<file path="src/mssa_cfg.svh">
// Constants of the mission start and scratchpad access block.
// Assumes inclusion by bare name from the core and the CRC engine.
`ifndef MSSA_CFG_SVH
`define MSSA_CFG_SVH
// Command codes on the serial bus
`define MSSA_CMD_WRITE_SP 8'h0f
`define MSSA_CMD_READ_SP 8'haa
`define MSSA_CMD_COPY_SP 8'h99
`define MSSA_CMD_START 8'hcc
// Transfer status field positions
`define MSSA_ES_AA_BIT 7
`define MSSA_ES_ZERO_BIT 6
`define MSSA_ES_PF_BIT 5
`define MSSA_ES_END_MSB 4
// Last scratchpad offset
`define MSSA_SP_LAST 5'h1f
// Write-protected register pages during a mission
`define MSSA_REGPAGE_LO 16'h0200
`define MSSA_REGPAGE_HI 16'h023f
// Password cells that read back as zero
`define MSSA_PW_LO 16'h0228
`define MSSA_PW_HI 16'h0237
// Password length in bytes, minus one
`define MSSA_PW_LAST 4'h7
// Idle fill and copy done pattern
`define MSSA_FILL_ONES 8'hff
`define MSSA_COPY_DONE 8'haa
// Reflected CRC-16 polynomial
`define MSSA_CRC_POLY 16'ha001
`endif

</file>
<file path="src/mssa_pkg.sv">
// Types shared by the mission start and scratchpad access block.
// Assumes the constants header sits in the include path.
`default_nettype none
package mssa_pkg;
  // Serial command sequencer states
  typedef enum logic [3:0] {
    CMD_IDLE = 4'b0000,
    WS_TA1 = 4'b0001,
    WS_TA2 = 4'b0010,
    WS_DATA = 4'b0011,
    RS_SEND = 4'b0100,
    CP_AUTH = 4'b0101,
    CP_PW = 4'b0110,
    CP_COPY = 4'b0111,
    CP_DONE = 4'b1000,
    SM_PW = 4'b1001,
    SM_DUMMY = 4'b1010,
    CMD_HALT = 4'b1011
  } mssa_cmd_state_t;
  // Mission sequencer states
  typedef enum logic [2:0] {
    MIS_IDLE = 3'b000,
    MIS_DELAY = 3'b001,
    MIS_WAIT_ALARM = 3'b010,
    MIS_PRE_STAMP = 3'b011,
    MIS_RUN = 3'b100
  } mssa_mis_state_t;
endpackage
`default_nettype wire
</file>
<file path="src/mssa_crc_if.sv">
// Carrier between the command sequencer and its CRC-16 engine.
// Assumes both ends sit on the same clock.
`default_nettype none
interface mssa_crc_if;
  logic clear; // Restart from zero
  logic feed; // Shift in data this cycle
  logic [7:0] data; // Byte to shift in
  logic [15:0] crc; // Running value, not inverted
  modport engine(input clear, input feed, input data, output crc);
  modport user(output clear, output feed, output data, input crc);
endinterface
`default_nettype wire

</file>
<file path="src/mssa_core.sv">
// Mission start sequencing and scratchpad access over the serial bus.
// Assumes a bit layer on clk_i delivering bytes and a memory port.
`include "mssa_cfg.svh"
`default_nettype none
module mssa_core #(
  parameter int DELAY_W = 16 // Start delay width in bits; the delay counts minutes
) (
  input wire logic clk_i,
  input wire logic resetn_i,
  input wire logic frame_reset_i,
  input wire logic rx_valid_i,
  input wire logic [7:0] rx_byte_i,
  input wire logic rx_partial_i,
  input wire logic tx_req_i,
  output logic tx_valid_o,
  output logic [7:0] tx_byte_o,
  input wire logic pw_ok_i,
  input wire logic internal_busy_i,
  output logic mem_we_o,
  output logic [15:0] mem_addr_o,
  output logic [7:0] mem_wdata_o,
  input wire logic [15:0] rd_addr_i,
  input wire logic [7:0] rd_data_i,
  output logic [7:0] rd_data_o,
  input wire logic od_set_i,
  input wire logic od_clear_i,
  output logic overdrive_select_o,
  input wire logic alarm_triggered_start_i,
  input wire logic logging_enable_i,
  input wire logic fast_sample_select_i,
  input wire logic [13:0] sample_rate_i,
  input wire logic [DELAY_W-1:0] start_delay_i,
  input wire logic sec_tick_i,
  input wire logic min_tick_i,
  input wire logic temp_alarm_i,
  input wire logic mission_stop_i,
  input wire logic clear_done_i,
  output logic mission_active_flag_o,
  output logic log_cleared_flag_o,
  output logic waiting_alarm_o,
  output logic meas_start_o,
  output logic log_entry_o,
  output logic timestamp_store_o,
  output logic mission_cnt_inc_o,
  output logic device_cnt_inc_o
);
  import mssa_pkg::*;

  mssa_crc_if crc_bus ();
  mssa_crc16 u_crc (.clk_i(clk_i), .resetn_i(resetn_i), .crc_io(crc_bus));

  mssa_cmd_state_t cmd_reg; // Command sequencer
  mssa_mis_state_t mis_reg; // Mission sequencer
  logic [7:0] sp_mem [0:31]; // Scratchpad storage
  logic [7:0] ta_low_reg; // target_addr_low
  logic [7:0] ta_high_reg; // target_addr_high
  logic aa_reg; // copy_accepted_flag
  logic pf_reg; // partial_byte_flag
  logic [4:0] end_reg; // Ending offset
  logic [5:0] ptr_reg; // Scratchpad pointer, 32 means full
  logic [3:0] cnt_reg; // Byte counter within a phase
  logic auth_ok_reg; // Echoed bytes matched
  logic [7:0] es_val; // Assembled status byte
  logic [15:0] ta_val; // Full target address
  logic start_req; // Start command accepted this cycle
  logic copy_ok; // All copy conditions met
  logic reg_page; // Target lies in register pages

  assign ta_val = {ta_high_reg, ta_low_reg};
  assign es_val = {aa_reg, 1'b0, pf_reg, end_reg};
  assign reg_page = (ta_val >= `MSSA_REGPAGE_LO) && (ta_val <= `MSSA_REGPAGE_HI);
  assign copy_ok = pw_ok_i && auth_ok_reg && (end_reg == `MSSA_SP_LAST)
                   && !(mission_active_flag_o && reg_page);
  assign start_req = (cmd_reg == SM_DUMMY) && rx_valid_i && pw_ok_i
                     && !mission_active_flag_o;

  // CRC feed: write stream in, read stream out
  always_comb begin
    crc_bus.clear = 1'b0;
    crc_bus.feed = 1'b0;
    crc_bus.data = rx_byte_i;
    // bytes enter the generator LSB first
    if (cmd_reg == CMD_IDLE && rx_valid_i) begin
      // cleared generator, then the command code
      crc_bus.clear = 1'b1;
      crc_bus.feed = 1'b1;
    end else if ((cmd_reg == WS_TA1 || cmd_reg == WS_TA2 || cmd_reg == WS_DATA)
                 && rx_valid_i) begin
      crc_bus.feed = 1'b1;
    end else if (cmd_reg == RS_SEND && tx_req_i && !cnt_reg[3] && !ptr_reg[5]) begin
      crc_bus.feed = 1'b1;
      crc_bus.data = tx_byte_next();
    end
  end

  // Byte the read stream sends next
  function automatic logic [7:0] tx_byte_next();
    logic [7:0] b;
    b = sp_mem[ptr_reg[4:0]];
    if (cnt_reg == 4'h0) begin
      b = ta_low_reg;
    end else if (cnt_reg == 4'h1) begin
      b = ta_high_reg;
    end else if (cnt_reg == 4'h2) begin
      b = es_val;
    end
    return b;
  endfunction

  // Command sequencer and scratchpad state
  always_ff @(posedge clk_i or negedge resetn_i) begin
    if (!resetn_i) begin
      cmd_reg <= CMD_IDLE;
      ta_low_reg <= 8'h00;
      ta_high_reg <= 8'h00;
      aa_reg <= 1'b0;
      pf_reg <= 1'b0;
      end_reg <= 5'h00;
      ptr_reg <= 6'h00;
      cnt_reg <= 4'h0;
      auth_ok_reg <= 1'b0;
    end else if (frame_reset_i && cmd_reg != CP_COPY) begin
      // Bus reset ends any command, except a running copy
      cmd_reg <= CMD_IDLE;
    end else begin
      case (cmd_reg)
        CMD_IDLE: begin
          cnt_reg <= 4'h0;
          if (rx_valid_i) begin
            case (rx_byte_i)
              `MSSA_CMD_WRITE_SP: cmd_reg <= WS_TA1;
              `MSSA_CMD_READ_SP: begin
                cmd_reg <= RS_SEND;
                ptr_reg <= {1'b0, ta_low_reg[4:0]};
              end
              `MSSA_CMD_COPY_SP: begin
                cmd_reg <= CP_AUTH;
                auth_ok_reg <= 1'b1;
              end
              `MSSA_CMD_START: cmd_reg <= SM_PW;
              default: cmd_reg <= CMD_HALT;
            endcase
          end
        end
        WS_TA1: begin
          if (rx_valid_i) begin
            ta_low_reg <= rx_byte_i;
            cmd_reg <= WS_TA2;
          end
        end
        WS_TA2: begin
          if (rx_valid_i) begin
            // low five bits are the offset
            ta_high_reg <= rx_byte_i;
            ptr_reg <= {1'b0, ta_low_reg[4:0]};
            end_reg <= ta_low_reg[4:0];
            pf_reg <= 1'b0;
            aa_reg <= 1'b0;
            cmd_reg <= WS_DATA;
          end
        end
        WS_DATA: begin
          if (rx_valid_i && !ptr_reg[5]) begin
            ptr_reg <= ptr_reg + 6'h01;
            end_reg <= ptr_reg[4:0];
          end
          if (rx_partial_i) begin
            pf_reg <= 1'b1;
          end
          if (tx_req_i && ptr_reg[5]) begin
            cnt_reg <= cnt_reg + 4'h1;
          end
        end
        RS_SEND: begin
          if (tx_req_i) begin
            if (cnt_reg < 4'h3) begin
              cnt_reg <= cnt_reg + 4'h1;
            end else if (!ptr_reg[5]) begin
              ptr_reg <= ptr_reg + 6'h01;
            end else if (cnt_reg != 4'hf) begin
              cnt_reg <= cnt_reg + 4'h1;
            end
          end
        end
        CP_AUTH: begin
          if (rx_valid_i) begin
            // echo must match the three registers
            case (cnt_reg[1:0])
              2'b00: auth_ok_reg <= auth_ok_reg && (rx_byte_i == ta_low_reg);
              2'b01: auth_ok_reg <= auth_ok_reg && (rx_byte_i == ta_high_reg);
              default: auth_ok_reg <= auth_ok_reg && (rx_byte_i == es_val);
            endcase
            cnt_reg <= (cnt_reg == 4'h2) ? 4'h0 : cnt_reg + 4'h1;
            if (cnt_reg == 4'h2) begin
              cmd_reg <= CP_PW;
            end
          end
        end
        CP_PW: begin
          if (rx_valid_i) begin
            cnt_reg <= cnt_reg + 4'h1;
            if (cnt_reg == `MSSA_PW_LAST) begin
              ptr_reg <= {1'b0, ta_low_reg[4:0]};
              if (!pw_ok_i) begin
                cmd_reg <= CMD_HALT;
              end else if (copy_ok) begin
                aa_reg <= 1'b1;
                cmd_reg <= CP_COPY;
              end else begin
                cmd_reg <= CMD_HALT;
              end
            end
          end
        end
        CP_COPY: begin
          if (!internal_busy_i) begin
            ptr_reg <= ptr_reg + 6'h01;
            if (ptr_reg[4:0] == `MSSA_SP_LAST) begin
              cmd_reg <= CP_DONE;
            end
          end
        end
        SM_PW: begin
          if (rx_valid_i) begin
            cnt_reg <= cnt_reg + 4'h1;
            if (cnt_reg == `MSSA_PW_LAST) begin
              cmd_reg <= SM_DUMMY;
            end
          end
        end
        SM_DUMMY: begin
          if (rx_valid_i) begin
            cmd_reg <= CMD_HALT;
          end
        end
        CP_DONE, CMD_HALT: begin
          cnt_reg <= 4'h0;
        end
        default: cmd_reg <= CMD_HALT;
      endcase
    end
  end

  // Scratchpad array, one write port
  always_ff @(posedge clk_i) begin
    if (cmd_reg == WS_DATA && rx_valid_i && !ptr_reg[5] && !frame_reset_i) begin
      sp_mem[ptr_reg[4:0]] <= rx_byte_i;
    end
  end

  // Transmit side, one byte per master request
  always_ff @(posedge clk_i or negedge resetn_i) begin
    if (!resetn_i) begin
      tx_valid_o <= 1'b0;
      tx_byte_o <= `MSSA_FILL_ONES;
    end else begin
      tx_valid_o <= tx_req_i;
      tx_byte_o <= `MSSA_FILL_ONES;
      if (tx_req_i) begin
        case (cmd_reg)
          WS_DATA: begin
            if (ptr_reg[5] && cnt_reg == 4'h0) begin
              tx_byte_o <= ~crc_bus.crc[7:0];
            end else if (ptr_reg[5] && cnt_reg == 4'h1) begin
              tx_byte_o <= ~crc_bus.crc[15:8];
            end
          end
          RS_SEND: begin
            if (cnt_reg < 4'h3 || !ptr_reg[5]) begin
              tx_byte_o <= tx_byte_next();
            end else if (cnt_reg == 4'h3) begin
              tx_byte_o <= ~crc_bus.crc[7:0];
            end else if (cnt_reg == 4'h4) begin
              tx_byte_o <= ~crc_bus.crc[15:8];
            end
          end
          // Alternating pattern after a finished copy
          CP_DONE: tx_byte_o <= `MSSA_COPY_DONE;
          default: tx_byte_o <= `MSSA_FILL_ONES;
        endcase
      end
    end
  end

  // Memory write port driven by the copy
  always_ff @(posedge clk_i or negedge resetn_i) begin
    if (!resetn_i) begin
      mem_we_o <= 1'b0;
      mem_addr_o <= 16'h0000;
      mem_wdata_o <= 8'h00;
    end else begin
      // general memory copies allowed in mission
      // data lands from the target address
      mem_we_o <= (cmd_reg == CP_COPY) && !internal_busy_i;
      mem_addr_o <= {ta_val[15:5], ptr_reg[4:0]};
      mem_wdata_o <= sp_mem[ptr_reg[4:0]];
    end
  end

  // Read path filter
  always_ff @(posedge clk_i or negedge resetn_i) begin
    if (!resetn_i) begin
      rd_data_o <= 8'h00;
    end else begin
      // password cells read back as zero
      rd_data_o <= (rd_addr_i >= `MSSA_PW_LO && rd_addr_i <= `MSSA_PW_HI) ? 8'h00 : rd_data_i;
    end
  end

  // Bus speed selection
  always_ff @(posedge clk_i or negedge resetn_i) begin
    if (!resetn_i) begin
      overdrive_select_o <= 1'b0;
    end else if (od_set_i) begin
      overdrive_select_o <= 1'b1;
    end else if (od_clear_i) begin
      overdrive_select_o <= 1'b0;
    end
  end

  // Mission status flags
  always_ff @(posedge clk_i or negedge resetn_i) begin
    if (!resetn_i) begin
      mission_active_flag_o <= 1'b0;
      log_cleared_flag_o <= 1'b0;
    end else if (start_req) begin
      // start sets active, clears cleared flag
      mission_active_flag_o <= 1'b1;
      log_cleared_flag_o <= 1'b0;
    end else begin
      if (mission_stop_i) begin
        mission_active_flag_o <= 1'b0;
      end
      if (clear_done_i && !mission_active_flag_o) begin
        log_cleared_flag_o <= 1'b1;
      end
    end
  end

  // Mission timing: delay and sample period counters
  logic [DELAY_W-1:0] delay_reg; // Minutes elapsed in delay
  logic [13:0] period_reg; // Ticks within a sample period
  logic rate_tick; // Tick at the selected rate
  logic period_end; // Sample period boundary
  assign rate_tick = fast_sample_select_i ? sec_tick_i : min_tick_i;
  // Rate zero treated as one
  assign period_end = rate_tick && (period_reg + 14'h0001 >= sample_rate_i);

  // Mission sequencer
  always_ff @(posedge clk_i or negedge resetn_i) begin
    if (!resetn_i) begin
      mis_reg <= MIS_IDLE;
      delay_reg <= '0;
      period_reg <= 14'h0000;
      waiting_alarm_o <= 1'b0;
      meas_start_o <= 1'b0;
      log_entry_o <= 1'b0;
      timestamp_store_o <= 1'b0;
      mission_cnt_inc_o <= 1'b0;
      device_cnt_inc_o <= 1'b0;
    end else begin
      meas_start_o <= 1'b0;
      log_entry_o <= 1'b0;
      timestamp_store_o <= 1'b0;
      mission_cnt_inc_o <= 1'b0;
      device_cnt_inc_o <= 1'b0;
      if (rate_tick) begin
        period_reg <= period_end ? 14'h0000 : period_reg + 14'h0001;
      end
      case (mis_reg)
        MIS_IDLE: begin
          delay_reg <= '0;
          if (start_req) begin
            mis_reg <= MIS_DELAY;
          end
        end
        MIS_DELAY: begin
          if (delay_reg >= start_delay_i) begin
            period_reg <= 14'h0000;
            if (alarm_triggered_start_i && logging_enable_i) begin
              mis_reg <= MIS_WAIT_ALARM;
              waiting_alarm_o <= 1'b1;
            end else begin
              timestamp_store_o <= 1'b1;
              meas_start_o <= 1'b1;
              log_entry_o <= 1'b1;
              mission_cnt_inc_o <= 1'b1;
              device_cnt_inc_o <= 1'b1;
              mis_reg <= MIS_RUN;
            end
          end else if (min_tick_i) begin
            delay_reg <= delay_reg + 1'b1;
          end
        end
        MIS_WAIT_ALARM: begin
          if (temp_alarm_i) begin
            // first sample logged, mission count held
            log_entry_o <= 1'b1;
            waiting_alarm_o <= 1'b0;
            period_reg <= 14'h0000;
            mis_reg <= MIS_PRE_STAMP;
          end else if (period_end) begin
            meas_start_o <= 1'b1;
            device_cnt_inc_o <= 1'b1;
          end
        end
        MIS_PRE_STAMP: begin
          if (period_end) begin
            // stamp one period after the alarm
            timestamp_store_o <= 1'b1;
            meas_start_o <= 1'b1;
            log_entry_o <= 1'b1;
            mission_cnt_inc_o <= 1'b1;
            device_cnt_inc_o <= 1'b1;
            mis_reg <= MIS_RUN;
          end
        end
        MIS_RUN: begin
          if (period_end) begin
            // later entries follow the sample rate
            meas_start_o <= 1'b1;
            log_entry_o <= 1'b1;
            mission_cnt_inc_o <= 1'b1;
            device_cnt_inc_o <= 1'b1;
          end
        end
        default: mis_reg <= MIS_IDLE;
      endcase
      if (mission_stop_i) begin
        mis_reg <= MIS_IDLE;
        waiting_alarm_o <= 1'b0;
      end
    end
  end
endmodule // mssa_core
`default_nettype wire

</file>
<file path="src/mssa_crc16.sv">
// Byte-wide CRC-16 engine, bits taken least significant first.
// Assumes clear with feed means restart from this byte alone.
`include "mssa_cfg.svh"
`default_nettype none
module mssa_crc16 (
  input wire logic clk_i,
  input wire logic resetn_i,
  mssa_crc_if.engine crc_io
);
  import mssa_pkg::*;
  logic [15:0] crc_reg; // Running remainder
  logic [15:0] crc_next; // Remainder after one byte

  // One whole byte per cycle, LSB first; clear drops the old remainder
  always_comb begin
    crc_next = (crc_io.clear ? 16'h0000 : crc_reg) ^ {8'h00, crc_io.data};
    for (int i = 0; i < 8; i++) begin
      crc_next = crc_next[0] ? ((crc_next >> 1) ^ `MSSA_CRC_POLY) : (crc_next >> 1);
    end
  end

  // Feed with clear starts over, so the command byte is not lost
  always_ff @(posedge clk_i or negedge resetn_i) begin
    if (!resetn_i) begin
      crc_reg <= 16'h0000;
    end else if (crc_io.feed) begin
      crc_reg <= crc_next;
    end else if (crc_io.clear) begin
      crc_reg <= 16'h0000;
    end
  end

  assign crc_io.crc = crc_reg;
endmodule // mssa_crc16
`default_nettype wire

</file>
<file path="config.mk">
export PLATFORM = sky130hd
export DESIGN_NAME = mssa_core
export DESIGN_NICKNAME = d
export VERILOG_FILES = /design/src/mssa_pkg.sv /design/src/mssa_crc_if.sv /design/src/mssa_core.sv /design/src/mssa_crc16.sv
export VERILOG_INCLUDE_DIRS = /design/src
export SDC_FILE = /design/constraint.sdc
export NUM_CORES = 1
export LEC_CHECK = 0
export BUFFER_PORTS_ARGS = -buffer_cell sky130_fd_sc_hd__buf_4
export CAP_MARGIN = 20
export CORE_MARGIN = 4
export CORE_UTILIZATION = 50
export CTS_CLUSTER_SIZE = 8
export DETAILED_ROUTE_END_ITERATION = 8
export PLACE_DENSITY = 0.66
export SYNTH_ARGS = -nofsm -noshare
export SYNTH_HDL_FRONTEND = slang
export SYNTH_SLANG_ARGS = --single-unit
</file>
<file path="constraint.sdc">
create_clock -name clk_i -period 10.8 [get_ports clk_i]
set_input_delay 2.16 -clock clk_i [delete_from_list [all_inputs] [get_ports clk_i]]
set_output_delay 2.16 -clock clk_i [all_outputs]
set_load 0.02 [all_outputs]
</file>
==> flow_summary.toml <==
[route]
drt-initial-drc-count = 1162
drt-pass1-iter-count = 5
via_per_inst = 5.98
antenna_left = 0
drt-total-wl_um = 47300
wl_per_cell_um = 22.1
vias = 12800
route.detailed.drc = 0

[setup_path]
path_cells = "buf_4 > mux2i_1 > o22ai_1 > nor4_1 > nand2_1 > o31ai_1 > xor2_1 > xor2_1 > xnor2_1 > xnor2_2 > xnor3_1 > mux2_2"
cp.arrival_ns = 5.73
cp_slowest_stage_delay_ns = 0.80
critical_path_peak_fanout = 51
reg2reg_depth = 12
crit_path_end_kind = "register"
r2r_setup_slack_ns = 5.51
critPathMostFrequentCell = "xor2_1"
reg2reg_to = "u_crc.crc_io.crc[0]$_DFF_PN0_"
crit_family = "XOR/XNOR gates"
r2r_start = "ptr_reg[0]$_DFFE_PN0P_"
cp.required_ns = 11.24
crit_path_start = "ptr_reg[0]$_DFFE_PN0P_"
startpoint_type = "register"
crit_type = "register to register"
slowest_stage = "dfrtp_4"
critPathBufInv = 1

[yosys]
async_flop_share_pct = 34.9
synth_cell_type_count = 73
ys_seq_elements = 393
synthFlopType = "edfxtp_1"
yosys.area.top_type = "edfxtp_1"
synthMuxAreaShare_pct = 8.49
synth_top_family_by_area = "simple AND/OR/NAND/NOR gates"
yosys.area_share.simple_pct = 12.1
synth-compound-area-share_pct = 10.3
yosys.area.top_type_share_pct = 41.7
yosys_warnings = 0
netlist_area_mm2 = 0.0184
avgSynthCellArea_um2 = 12.3
synth-edff-count = 256
synth-adder-area-share_pct = 2.85
synth-xor-area-share_pct = 2.63
netlist_instances = 1501
seq_area_frac_synth_pct = 60.3
yosys-top-cells-area = "edfxtp_1 42%, dfrtp_1 18%, mux2i_1 6.3%"
synth_nets = 1623

[clock_tree]
cts_tree = "built"
cts_buffer_depth = 3
clkSinkCount = 393
worstSkewPairLatency_ns = 0.59
cts_htree_levels = 2
numCtsBuffers = 55
root_buffer = "clkbuf_16"
ctsResizeCount = 0
post-cts-setup-buffers = 0
clk_pin_slew_ns = 0.05
hold_buffers = 0

[placement]
post_dp_cell_area_mm2 = 0.0197
gp_congestion = 0.900
hpwl_um = 30900
place.port_buffers = 127
dp_cells = 2034

[sta]
hold_ws_ns = 0.451
fmax_mhz = 189
tightest_slew_ns = 1.02
slew_headroom_pct = 31.8
slew_viol_final = 0
clock_skew_ns = 0.0375
rsz0062_at_grt = "false"
setup_tns_ns = 0
hold_viol_final = 0
min_period_ns = 5.29
setup_viol_count_final = 0
finalCritPeriodShare_pct = 49.0

[power_and_ir_drop]
switching_power_mw = 1.87
p_comb_share_pct = 32.3
p_int_mw = 3.41
sw_frac_of_total_pct = 35.4
pwr-share-seq_pct = 37.9
p_clk_share_pct = 29.8
power_density_mw_per_mm2 = 248
ir_drop_mv = 0.307
p_leak_nw = 8.53

[final_layout]
stdcell_count = 2134
layout_common_cells = "256 x edfxtp_1, 155 x nand2_1, 139 x buf_4"
largest_reg_flops = 256
synthToLayoutAreaGrowth_pct = 15.5
drive_gt1_share_pct = 14.7
diodes = 0
design_area_mm2 = 0.0213
fin_nets = 1748
nFillCells = 2911
final_common_cell = "edfxtp_1"

[worst_hold_path]
hold_path_class = "register to register"
min_to = "mem_addr_o[14]$_DFF_PN0_"
hold_depth = 0
hp-start = "ta_high_reg[6]$_DFFE_PN0P_"

[die]
core_mm2 = 0.0365
die_w_um = 200
die_h_um = 200
std_cell_rows = 70
ios = 131
start_util_pct = 50.5
die_area_mm2 = 0.0400

[run]
maxCapViolations = 0

[grt]
grt_max_degree = 85
track_usage_pct = 23.3
antenna_found_initial = 0
grt_pass1_vias = 12200
grt_pass1_wl_um = 71800
grt-ovfl-total = 0

[status]
status = "finished, final reports clean"
power by group through the flow:
| stage | sequential, mW | clock (mW) | combinational (mW) |
|---|---|---|---|
| final | 2.00 | 1.57 | 1.71 |
| after global routing | 2.03 | 1.66 | 1.85 |
| after CTS | 2.00 | 1.60 | 1.69 |
| after detailed placement | 2.02 | 0 | 1.68 |
| after global placement | 2.02 | 0 | 1.66 |
| after floorplan | 1.95 | 0 | 1.23 |
worst max-delay path by stage:
stage | slack, ns | endpoint | cells past startpoint
final | 5.51 | u_crc.crc_io.crc[0]$_DFF_PN0_ | 12
after detailed placement | 5.16 | delay_reg[12]$_DFFE_PN0P_ | 13
after floorplan | 5.89 | delay_reg[11]$_DFFE_PN0P_ | 13
after CTS | 5.55 | u_crc.crc_io.crc[0]$_DFF_PN0_ | 12
after global routing | 5.21 | u_crc.crc_io.crc[0]$_DFF_PN0_ | 12
after global placement | 5.23 | delay_reg[12]$_DFFE_PN0P_ | 13
layout make-up:
| class | count | area [um2] | share of cell area [%] |
|---|---|---|---|
| inverters | 53 | 199 | 0.934 |
| clock buffers | 94 | 1530 | 7.20 |
| flip-flops and latches | 393 | 11100 | 52.3 |
| well taps | 468 | 586 | 2.75 |
| multi-input cells | 981 | 6720 | 31.6 |
| repair buffers | 142 | 1080 | 5.06 |
| clock inverters | 3 | 51.3 | 0.241 |
per-layer routing:
layer,up-vias,track usage [%],share of wire (%)
met5,-,0,0
met4,0,8.03,3.5
met3,114,4.65,8.6
met2,566,35.1,45
met1,6195,34.2,43
li1,5877,-,-
metrics by stage:
step / total power [mW] / util, % / setup slack, ns
6_report: 5.28 / 58.3 / 5.51
5_1_grt: 5.54 / 58.3 / 5.21
4_1_cts: 5.28 / 58.2 / 5.55
3_5_place_dp: 3.70 / 53.9 / 5.16
3_3_place_gp: 3.68 / 53.9 / 5.23
2_1_floorplan: 3.18 / - / 5.89
cell usage after synthesis (7+ instances only):
cell type and n:
nand2_1 155, mux2i_1 116, a21o_1 17, o21ai_0 65
xnor2_1 22, a22o_1 7, a21oi_1 54, nand4_1 16
nor2_1 98, nand3_1 39, a221o_1 8, and3_1 14
clkbuf_1 44, nor4_1 15, dfstp_2 8, a31oi_1 12
buf_2 12, mux2_2 14, o211ai_1 17, nor3_1 20
edfxtp_1 256, o22ai_1 59, xor2_1 29, ha_1 42
or4_1 7, mux4_2 11, inv_1 52, and2_1 19
nor2b_1 17, o31ai_1 8, dfrtp_1 129
logic make-up after synthesis:
group	after synthesis
and+or+nand+nor	449
DFF	393
AOI/OAI and AO/OA	296
muxes	141
buffers and inverters	127
xor gates and xnor gates	53
adders and majority gates	42
Note: power is estimated with default switching activity, not from simulation.
